$ cat config.mk
export PLATFORM = sky130hd
export DESIGN_NAME = step_direction_indexer
export DESIGN_NICKNAME = d
export VERILOG_FILES = /design/src/design/step_direction_indexer.v /design/src/design/input_sync.v /design/src/design/step_advance.v
export VERILOG_INCLUDE_DIRS = /design/src /design/src/design
export SDC_FILE = /design/constraint.sdc
export NUM_CORES = 1
export LEC_CHECK = 0
export BUFFER_PORTS_ARGS = -buffer_cell sky130_fd_sc_hd__buf_2
export CAP_MARGIN = 0
export CORE_MARGIN = 3
export CORE_UTILIZATION = 51
export DETAILED_ROUTE_END_ITERATION = 7
export PLACE_DENSITY = 0.87
export SLEW_MARGIN = 10
export SYNTH_ARGS = -nofsm -noshare
export SYNTH_HDL_FRONTEND = slang
export SYNTH_SLANG_ARGS = --single-unit
$ cat constraint.sdc
create_clock -name clk -period 6.65 [get_ports clk]
set_input_delay 0.9975 -clock clk [delete_from_list [all_inputs] [get_ports clk]]
set_output_delay 0.9975 -clock clk [all_outputs]
set_load 0.03 [all_outputs]
$ cat src/design/step_indexer_defs.vh
`ifndef STEP_INDEXER_DEFS_VH
`define STEP_INDEXER_DEFS_VH

// ----------------------------------------
// apb register map (byte addresses)
// ----------------------------------------
`define ADDR_CTRL 12'h000
`define ADDR_STATUS 12'h004
`define ADDR_INDEX 12'h008

// ----------------------------------------
// control register fields
// ----------------------------------------
`define CTRL_USM_LSB 0
`define CTRL_USM_MSB 2
`define CTRL_HOLD_BIT 4
`define CTRL_DOZE_BIT 5
`define CTRL_MODE_BIT 6
`define CTRL_LINK_BIT 7
`define CTRL_RESET 8'h30

// ----------------------------------------
// status register fields
// ----------------------------------------
`define STAT_ENABLE_BIT 0
`define STAT_DIR_BIT 1
`define STAT_IDXRST_BIT 2
`define STAT_INDEXER_BIT 3
`define STAT_LINK_BIT 4

// ----------------------------------------
// index geometry
// ----------------------------------------
`define INDEX_W 11
`define USM_W 3

`endif

$ cat src/design/step_direction_indexer.v
`timescale 1ns/1ps
`include "step_indexer_defs.vh"
// ----------------------------------------
// Function
// - indexer mode only when indexer_select high
// - switch low means input reads low
// - driver_hold_low low holds drivers reset
// - driver_doze_low low puts drivers asleep
// - run request rise enables both drivers
// - run request fall disables both drivers
// - direction rise selects forward sequencing
// - direction fall selects reverse sequencing
// - each step rise outside indexer reset, except one in the clear-rise cycle, advances one microstep
// - position clear rise enters indexer reset
// - drivers disabled while indexer in reset
// - position clear fall leaves indexer reset
// - index is zero on leaving reset
// - select code picks 512 down to 4
// - select, hold, doze act immediately
// - mode selects sampled only at reset
// ----------------------------------------
module step_direction_indexer (
    // clock and reset
    input wire clk,
    input wire rst_b,
    // indexer header pins
    input wire run_pin,
    input wire dir_pin,
    input wire step_pin,
    input wire clear_pin,
    // secondary header pins and their preset switches
    input wire [`USM_W-1:0] usm_pin,
    input wire [`USM_W-1:0] usm_switch,
    input wire hold_pin,
    input wire hold_switch,
    input wire doze_pin,
    input wire doze_switch,
    // mode straps
    input wire indexer_select,
    input wire host_link_select_low,
    // apb slave
    input wire psel,
    input wire penable,
    input wire pwrite,
    input wire [11:0] paddr,
    input wire [31:0] pwdata,
    output wire pready,
    output wire pslverr,
    output reg [31:0] prdata,
    // driver controls
    output reg driver_enable,
    output reg driver_hold_low,
    output reg driver_doze_low,
    output reg [`INDEX_W-1:0] step_index,
    output reg [`USM_W-1:0] microstep_select
);
    // ----------------------------------------
    // synchronisers
    // ----------------------------------------
    wire [4:0] raw;
    wire [4:0] lvl;
    wire [4:0] rise;
    wire [4:0] fall;
    // switches are asynchronous too, so they are gated before the synchroniser
    assign raw = {doze_pin & doze_switch, hold_pin & hold_switch, clear_pin, step_pin, dir_pin};
    genvar i;
    generate
        for (i = 0; i < 5; i = i + 1) begin : g_sync
            input_sync u_sync (
                .clk(clk),
                .rst_b(rst_b),
                .pin(raw[i]),
                .level(lvl[i]),
                .rise(rise[i]),
                .fall(fall[i])
            );
        end
    endgenerate
    wire run_rise;
    wire run_fall;
    input_sync u_run (
        .clk(clk),
        .rst_b(rst_b),
        .pin(run_pin),
        .level(),
        .rise(run_rise),
        .fall(run_fall)
    );
    wire [`USM_W-1:0] usm_lvl;
    generate
        for (i = 0; i < `USM_W; i = i + 1) begin : g_usm
            input_sync u_usm (
                .clk(clk),
                .rst_b(rst_b),
                .pin(usm_pin[i] & usm_switch[i]),
                .level(usm_lvl[i]),
                .rise(),
                .fall()
            );
        end
    endgenerate

    // ----------------------------------------
    // straps and register state
    // ----------------------------------------
    reg indexer_mode;
    reg link_mode_low;
    reg strap_pending;
    reg [7:0] ctrl;
    reg forward;
    reg index_reset;
    wire [`INDEX_W-1:0] next_index;

    // straps caught one edge after reset release, held until next reset
    always @(posedge clk) begin
        if (!rst_b) begin
            strap_pending <= 1'b1;
            indexer_mode <= 1'b0;
            link_mode_low <= 1'b1;
        end else if (strap_pending) begin
            strap_pending <= 1'b0;
            indexer_mode <= indexer_select;
            link_mode_low <= host_link_select_low;
        end
    end

    // ----------------------------------------
    // apb slave
    // ----------------------------------------
    wire acc;
    wire addr_ok;
    assign acc = psel & penable;
    assign addr_ok = (paddr == `ADDR_CTRL) || (paddr == `ADDR_STATUS) || (paddr == `ADDR_INDEX);
    assign pready = 1'b1;
    assign pslverr = acc & ~addr_ok;

    always @(posedge clk) begin
        if (!rst_b) begin
            ctrl <= `CTRL_RESET;
        end else if (acc && pwrite && paddr == `ADDR_CTRL) begin
            ctrl <= pwdata[7:0];
        end
    end

    always @(posedge clk) begin
        if (!rst_b) begin
            prdata <= 32'h00000000;
        end else if (psel && !penable && !pwrite) begin
            case (paddr)
                `ADDR_CTRL: prdata <= {24'h000000, ctrl};
                `ADDR_STATUS: prdata <= {27'h0000000, ~link_mode_low, indexer_mode, index_reset, forward,
                                         driver_enable};
                `ADDR_INDEX: prdata <= {21'h000000, step_index};
                default: prdata <= 32'h00000000;
            endcase
        end
    end

    // ----------------------------------------
    // indexer core
    // ----------------------------------------
    wire [`USM_W-1:0] usm_eff;
    wire hold_in;
    wire doze_in;
    // serial mode takes settings from the control register instead
    assign usm_eff = indexer_mode ? usm_lvl : ctrl[`CTRL_USM_MSB:`CTRL_USM_LSB];
    assign hold_in = indexer_mode ? lvl[3] : ctrl[`CTRL_HOLD_BIT];
    assign doze_in = indexer_mode ? lvl[4] : ctrl[`CTRL_DOZE_BIT];

    step_advance u_adv (
        .index(step_index),
        .usm(usm_eff),
        .forward(forward),
        .next_index(next_index)
    );

    always @(posedge clk) begin
        if (!rst_b) begin
            driver_enable <= 1'b0;
            forward <= 1'b1;
            index_reset <= 1'b0;
            step_index <= {`INDEX_W{1'b0}};
            driver_hold_low <= 1'b0;
            driver_doze_low <= 1'b0;
            microstep_select <= {`USM_W{1'b0}};
        end else begin
            driver_hold_low <= hold_in;
            driver_doze_low <= doze_in;
            microstep_select <= usm_eff;
            if (indexer_mode) begin
                if (rise[2]) begin
                    index_reset <= 1'b1;
                end else if (fall[2]) begin
                    index_reset <= 1'b0;
                    step_index <= {`INDEX_W{1'b0}};
                end
                if (rise[0]) begin
                    forward <= 1'b1;
                end else if (fall[0]) begin
                    forward <= 1'b0;
                end
                if (index_reset || rise[2]) begin
                    driver_enable <= 1'b0;
                end else if (run_rise) begin
                    driver_enable <= 1'b1;
                end else if (run_fall) begin
                    driver_enable <= 1'b0;
                end
                // a step in the clear-fall cycle would override the zeroing
                if (rise[1] && !index_reset && !rise[2] && !fall[2]) begin
                    step_index <= next_index;
                end
            end else begin
                driver_enable <= 1'b0;
            end
        end
    end
endmodule

$ cat src/design/input_sync.v
`timescale 1ns/1ps
// three-stage synchroniser with edge detection
module input_sync (
    // clock and reset
    input wire clk,
    input wire rst_b,
    // pin side
    input wire pin,
    // synchronised side
    output reg level,
    output reg rise,
    output reg fall
);
    reg s1;
    reg s2;
    reg s3;

    // change counts once stages two and three agree
    always @(posedge clk) begin
        if (!rst_b) begin
            // keep filling in reset, so a pin already high is not seen as an edge
            s1 <= pin;
            s2 <= s1;
            s3 <= s2;
            level <= s3;
            rise <= 1'b0;
            fall <= 1'b0;
        end else begin
            s1 <= pin;
            s2 <= s1;
            s3 <= s2;
            rise <= 1'b0;
            fall <= 1'b0;
            if (s2 == s3 && s3 != level) begin
                level <= s3;
                rise <= s3;
                fall <= ~s3;
            end
        end
    end
endmodule

$ cat src/design/step_advance.v
`timescale 1ns/1ps
`include "step_indexer_defs.vh"
// next index for one step at the selected resolution
module step_advance (
    // current state
    input wire [`INDEX_W-1:0] index,
    input wire [`USM_W-1:0] usm,
    input wire forward,
    // result
    output wire [`INDEX_W-1:0] next_index
);
    // 2048 entries per electrical cycle; 512 microsteps per full step quarter
    wire [`INDEX_W-1:0] stride;
    assign stride = {{(`INDEX_W-1){1'b0}}, 1'b1} << usm;
    assign next_index = forward ? index + stride : index - stride;
endmodule

==> results of run 1 <==
-- power groups by stage --
stage	Combinational [mW]	Sequential, mW	Clock (mW)
after CTS	0.0727	0.542	0.378
after global placement	0.0697	0.552	0
after floorplan	0.0614	0.551	0
final	0.0729	0.542	0.368
after global routing	0.0805	0.544	0.397
after detailed placement	0.0720	0.553	0
-- state kept, by name, summed over array words and instances, names as in the netlist, 2 cells and up --
name / flops
ctrl: 8
g_sync.u_sync.fall: 2
g_sync.u_sync.level: 5
g_sync.u_sync.rise: 3
g_sync.u_sync.s1: 5
g_sync.u_sync.s2: 5
g_sync.u_sync.s3: 5
g_usm.u_usm.level: 3
g_usm.u_usm.s1: 3
g_usm.u_usm.s2: 3
g_usm.u_usm.s3: 3
microstep_select: 3
prdata: 11
step_index: 11
-- worst max-delay path, stage by stage (launching register included) --
cell and delay (ns):
dfxtp_1 0.72, mux2_2 0.49, or3_1 0.41, ha_1 0.22, a221oi_1 0.32, ha_1 0.35
and3_1 0.25, a2111oi_0 0.49, o21ai_0 0.20, nand3_1 0.11, o311ai_0 0.10
-- per-stage QoR --
stage                     total power [mW]  worst slack (ns)
after floorplan                      0.613              3.54
after global placement               0.622              3.08
after detailed placement             0.625              2.96
after CTS                            0.993              2.91
after global routing                  1.02              2.63
final                                0.983              2.88
-- layer usage --
layer | vias up | share of wire, %
met5 | - | 0
met4 | 0 | 1.7
met3 | 16 | 5.9
met2 | 93 | 52
met1 | 1387 | 41
li1 | 1490 | -
-- cell usage in the layout (no fill, tap or decap), types with 10 or more instances in the layout --
cell and instances:
conb_1 22, mux2i_1 20, nor2_1 44, buf_2 69, ha_1 11, nand2_1 47
nand3_1 10, and2_1 11, a21oi_1 16, dfxtp_1 75, o21ai_0 19
-- worst max path at each step --
stage	from	end	slack [ns]	depth (start not counted)
after floorplan	indexer_mode$_SDFFE_PN0P_	step_index[10]$_SDFFE_PN0P_	3.54	12
after global placement	indexer_mode$_SDFFE_PN0P_	step_index[10]$_SDFFE_PN0P_	3.08	10
after detailed placement	indexer_mode$_SDFFE_PN0P_	step_index[10]$_SDFFE_PN0P_	2.96	10
after CTS	indexer_mode$_SDFFE_PN0P_	step_index[10]$_SDFFE_PN0P_	2.91	10
after global routing	indexer_mode$_SDFFE_PN0P_	step_index[10]$_SDFFE_PN0P_	2.63	12
final	indexer_mode$_SDFFE_PN0P_	step_index[10]$_SDFFE_PN0P_	2.88	10
-- cell type report --
| type | instances | area [um^2] | share of cell area, % |
|---|---|---|---|
| multi-input combinational | 291 | 1780 | 41.9 |
| sequential | 84 | 1770 | 41.7 |
| timing repair buffer | 69 | 345 | 8.13 |
| clock buffer | 10 | 128 | 3.01 |
| tap | 96 | 120 | 2.83 |
| clock inverter | 6 | 71.3 | 1.68 |
| inverter | 8 | 30.0 | 0.707 |
-- cell families after synthesis --
kind of cell             count (synthesis)  synth area share [%]
AND/OR/NAND/NOR                        147                  18.8
flip-flops                              84                  47.4
AO/OA/AOI/OAI                           80                  14.2
buffers and inverters                   43                  6.93
multiplexers                            27                  7.47
adder cells (fa/ha/maj)                 12                  4.22
XOR/XNOR                                 3                 0.704
other                                    2                 0.201
==> qor.csv, run 1 <==
metric;value;unit
first-pass GRT wire length;13100;um
Cell Area, Placed;4050;um^2
status;complete, no violations;
via count;2986;
switch share;25.5;%
path depth of the worst reg2reg path;10;
Tmin final;3.77;ns
initial antenna violation count;0;
cell count after placement;548;
post-synthesis cell type count;53;
logic gate share of total power;7.4;%
fillers;584;
Post-synth top cells;75 x dfxtp_1, 47 x nand2_1, 44 x nor2_1;
Most Crowded Layer GR;met2;
fmax;265;MHz
Starting Density;53.8;%
final setup TNS;0;ns
DIE AREA;8390;um^2
Post-Route WL;7980;um
initial DRC count;155;
vias per inst;5.29;
met2 Use GR;35.1;%
Avg Inst Size Synth;9.38;um^2
hold-fix buffers at CTS;0;
fin nets;540;
# rows;30;
CTS Buf Count;9;
io pins;116;
kind of critical path;reg -> reg;
worst skew pair latency;0.37;ns
Synth Cell Area;3730;um^2
Max VDD drop;187;uV
Hold Crit Class;reg -> reg;
post-cts sizing count;0;
Final Hold Fails;0;
Die X;91.6;um
Final setup viols;0;
WHS Path Cells;0;
Pre-antenna DRT Iters;4;
critical path required time;6.89;ns
Routed Antenna Nets;0;
Clk pin slew, worst setup/hold paths;0.09;ns
Layout area overhead;13.7;%
Clock Path Buffers;2;
ys async rst share;0;%
R2R Setup Slk;2.88;ns
RSZ-0062 raised after global routing;no;
Pint;0.732;mW
Reg2Reg Capture Point;step_index[10]$_SDFFE_PN0P_;
cell with the most instances after synthesis;dfxtp_1;
Clock H-tree levels;3;
root buffer cell;clkbuf_8;
Final Non-Filler Cells;564;
fin crit share;56.7;%
Synth Register Bits;84;
clock power share;37.5;%
Routed WL per cell;14.2;um
Net Switching;0.251;mW
layout cell share with drive strength beyond 1;20.5;%
dpl hpwl;5950;um
post-route cell area;4250;um^2
Yosys top cell area share;40.2;%
CTS sink count;84;
hold slack;0.330;ns
CTS tree;built;
Max Cap Viol;0;
Synth area leader;dfxtp_1;
Residual DRC;0;
PwrDens;232;nW/um^2
pin count of the biggest net entering global routing;36;
Slew @ Worst Pin;0.956;ns
ANT cells;0;
P_leak;1.91;nW
Syn Inst Count;398;
IO buf count;69;
Area contributors post-synth;dfxtp_1 40%, edfxtp_1 7.2%, mux2i_1 5.4%;
Slew Viols, Final;0;
Die Y;91.6;um
prevailing post-synth register cell;dfxtp_1;
hold_sp;g_usm[2].u_usm.s1$_DFF_P_;
worst endpoint data arrival time;4.02;ns
slew margin rel.;35.9;%
hold worst-path end;g_usm[2].u_usm.s2$_DFF_P_;
FF-to-FF Start;indexer_mode$_SDFFE_PN0P_;
Reg power frac;55.1;%
Final GP Congestion;0.912;
Synthesis Warnings;0;
Setup crit end kind;flip-flop;
GRT Total Usage;19.6;%
met1 GRT Util;21.5;%
M3 GR Usage;6.55;%
Post-CTS Setup Repair Bufs;0;
core area;6940;um^2
worst-path fanout max;15;
number of global-route vias before repair;2875;
final setup skew;0.00893;ns
grt total ovfl;0;
Critical Path Source Type;flip-flop;
Core Util, Final;61.1;%
EDFF count, synth;9;
Seq/Total Area, Yosys;47.4;%
No activity file was read; power rests on OpenSTA's default activity.
==> run 2, diff against run 1 <==
Clock period 6.65 ns to 3.7 ns, I/O delays scaled along.
==> run 2 against run 1 <==
Compared with the run above:
- critical path depth up 1
- worst setup slack worse by 2.6 ns
- total power up 77%
==> qor.csv, run 2 (synthesis gave the netlist of run 1 again) <==
metric;value;unit
Max VDD drop;338;uV
crit path from;indexer_mode$_SDFFE_PN0P_;
root buffer cell;clkbuf_8;
Final GP Congestion;0.903;
GRT Total Usage;19.3;%
ANT cells;0;
DIE AREA;8390;um^2
path depth of the worst reg2reg path;11;
Clock H-tree levels;3;
Routed WL per cell;14.0;um
Critical Path Source Type;flip-flop;
fillers;579;
PwrDens;408;nW/um^2
Starting Density;53.8;%
number of global-route vias before repair;2831;
CTS tree;built;
final setup skew;0.00546;ns
vias per inst;5.34;
max incr delay on CP;0.45;ns
critical path required time;3.94;ns
met1 GRT Util;22.4;%
Tmin final;3.42;ns
Final Hold Fails;0;
cell family with most CP delay;compound AO/OA/AOI/OAI gates;
RSZ-0062 raised after global routing;no;
Die Y;91.6;um
CTS Buf Count;9;
Residual DRC;0;
Final setup viols;0;
R2R Setup Slk;0.28;ns
slew margin rel.;61.6;%
Max Cap Viol;0;
fin nets;543;
hold worst-path end;u_run.s1$_DFF_P_;
initial DRC count;152;
Die X;91.6;um
Most Crowded Layer GR;met2;
dpl ws;0.162;ns
most frequent CP cell;ha_1;
Routed Antenna Nets;0;
Reg2Reg Capture Point;step_index[10]$_SDFFE_PN0P_;
io pins;116;
final setup TNS;0;ns
Clock Path Buffers;2;
kind of critical path;reg -> reg;
first-pass GRT wire length;13000;um
hold_sp;run_pin;
worst skew pair latency;0.35;ns
Setup crit end kind;flip-flop;
critical path cell sequence;mux2_2 > or3_1 > ha_1 > nor2_1 > xor2_1 > ha_1 > nor2b_1 > o31ai_2 > a211o_1 > nand3_1 > o311ai_0;
fmax;292;MHz
dpl hpwl;5880;um
worst-path fanout max;12;
pin count of the biggest net entering global routing;22;
most frequent cells in the layout;74 x dfxtp_1, 69 x buf_2, 47 x nand2_1;
worst path bufs/invs;0;
# rows;30;
Pre-antenna DRT Iters;5;
WHS Path Cells;1;
Core Util, Final;61.4;%
Hold Crit Class;in -> reg;
Largest regs;prdata x11, step_index x11, ctrl x8;
IO buf count;69;
fin crit share;92.5;%
Layout area overhead;14.2;%
worst endpoint data arrival time;3.66;ns
initial antenna violation count;0;
FF-to-FF Start;indexer_mode$_SDFFE_PN0P_;
P_leak;1.92;nW
status;complete, no violations;
hold-fix buffers at CTS;0;
met2 Use GR;33.3;%
layout cell share with drive strength beyond 1;21.0;%
commonest non-fill, non-tap cell in the layout;dfxtp_1;
Post-Route WL;7940;um
core area;6940;um^2
critical path's slowest cell;mux2_2;
via count;3030;
Slew @ Worst Pin;0.572;ns
grt total ovfl;0;
M3 GR Usage;5.47;%
Clk pin slew, worst setup/hold paths;0.08;ns
Slew Viols, Final;0;
CTS sink count;84;
fin worst setup slack;0.277;ns
-- run 2: changes by cell type in the layout (fill, tap and decap cells not counted) --
| cell | before | now |
|---|---|---|
| dfxtp_4 | 0 | 1 |
| a2111oi_0 | 2 | 1 |
| clkinvlp_4 | 1 | 2 |
| inv_8 | 1 | 0 |
| buf_4 | 0 | 3 |
| inv_6 | 2 | 1 |
| clkbuf_1 | 1 | 2 |
| a2111oi_1 | 0 | 1 |
| clkinv_2 | 1 | 0 |
| dfxtp_1 | 75 | 74 |
| inv_4 | 0 | 1 |
-- run 2: worst reg2reg max path, stage by stage, from the launching register on --
cell	delay, ns
dfxtp_4	0.43
mux2_2	0.45
or3_1	0.40
ha_1	0.21
nor2_1	0.18
xor2_1	0.20
ha_1	0.30
nor2b_1	0.19
o31ai_2	0.39
a211o_1	0.22
nand3_1	0.07
o311ai_0	0.28
-- run 2: where the power goes --
part           switching (mW)  internal, mW  total [mW]  leakage (nW)
Sequential             0.0213         0.951       0.972         0.708
Clock                   0.321         0.315       0.636        0.0905
Combinational          0.0878        0.0459       0.134          1.12
-- run 2: metrics by stage --
| stage | area, um^2 | std cells | hold slack, ns | total power, mW |
|---|---|---|---|---|
| 3_5_place_dp | 4070 | 551 | 0.312 | 1.13 |
| 6_report | 4270 | 567 | 0.296 | 1.74 |
| 2_1_floorplan | 3810 | 418 | 0.310 | 1.10 |
| 3_3_place_gp | 4070 | 551 | 0.311 | 1.12 |
| 4_1_cts | 4260 | 567 | 0.280 | 1.76 |
| 5_1_grt | 4270 | 567 | 0.272 | 1.82 |
-- run 2: per-layer routing --
layer  vias up  wire length (um)
met2       104              4060
met1      1410              3210
met5         -                 0
met3        22               477
li1       1494                 -
met4         0               190
-- run 2: worst max path at each step --
stage,endpoint,slack (ns),cells past startpoint
detailed placement,step_index[10]$_SDFFE_PN0P_,0.16,10
floorplan,step_index[10]$_SDFFE_PN0P_,0.59,12
global placement,step_index[10]$_SDFFE_PN0P_,0.27,10
CTS,step_index[10]$_SDFFE_PN0P_,0.11,10
global route,step_index[10]$_SDFFE_PN0P_,0.06,12
finish,step_index[10]$_SDFFE_PN0P_,0.28,11
-- run 2: repair_timing --
| action | 4_1_cts | 5_1_grt |
|---|---|---|
| setup buffers | 0 | 0 |
| setup endpoints to repair | 0 | 3 |
| gates resized for setup | 0 | 3 |
-- run 2: final cells by class --
| class | count | area, um^2 | area share, % |
|---|---|---|---|
| Multi-Input combinational cell | 291 | 1780 | 41.7 |
| Sequential cell | 84 | 1780 | 41.6 |
| Timing Repair Buffer | 72 | 368 | 8.62 |
| Clock buffer | 11 | 131 | 3.08 |
| Tap cell | 96 | 120 | 2.82 |
| Clock inverter | 5 | 60.1 | 1.41 |
| Inverter | 8 | 30.0 | 0.704 |
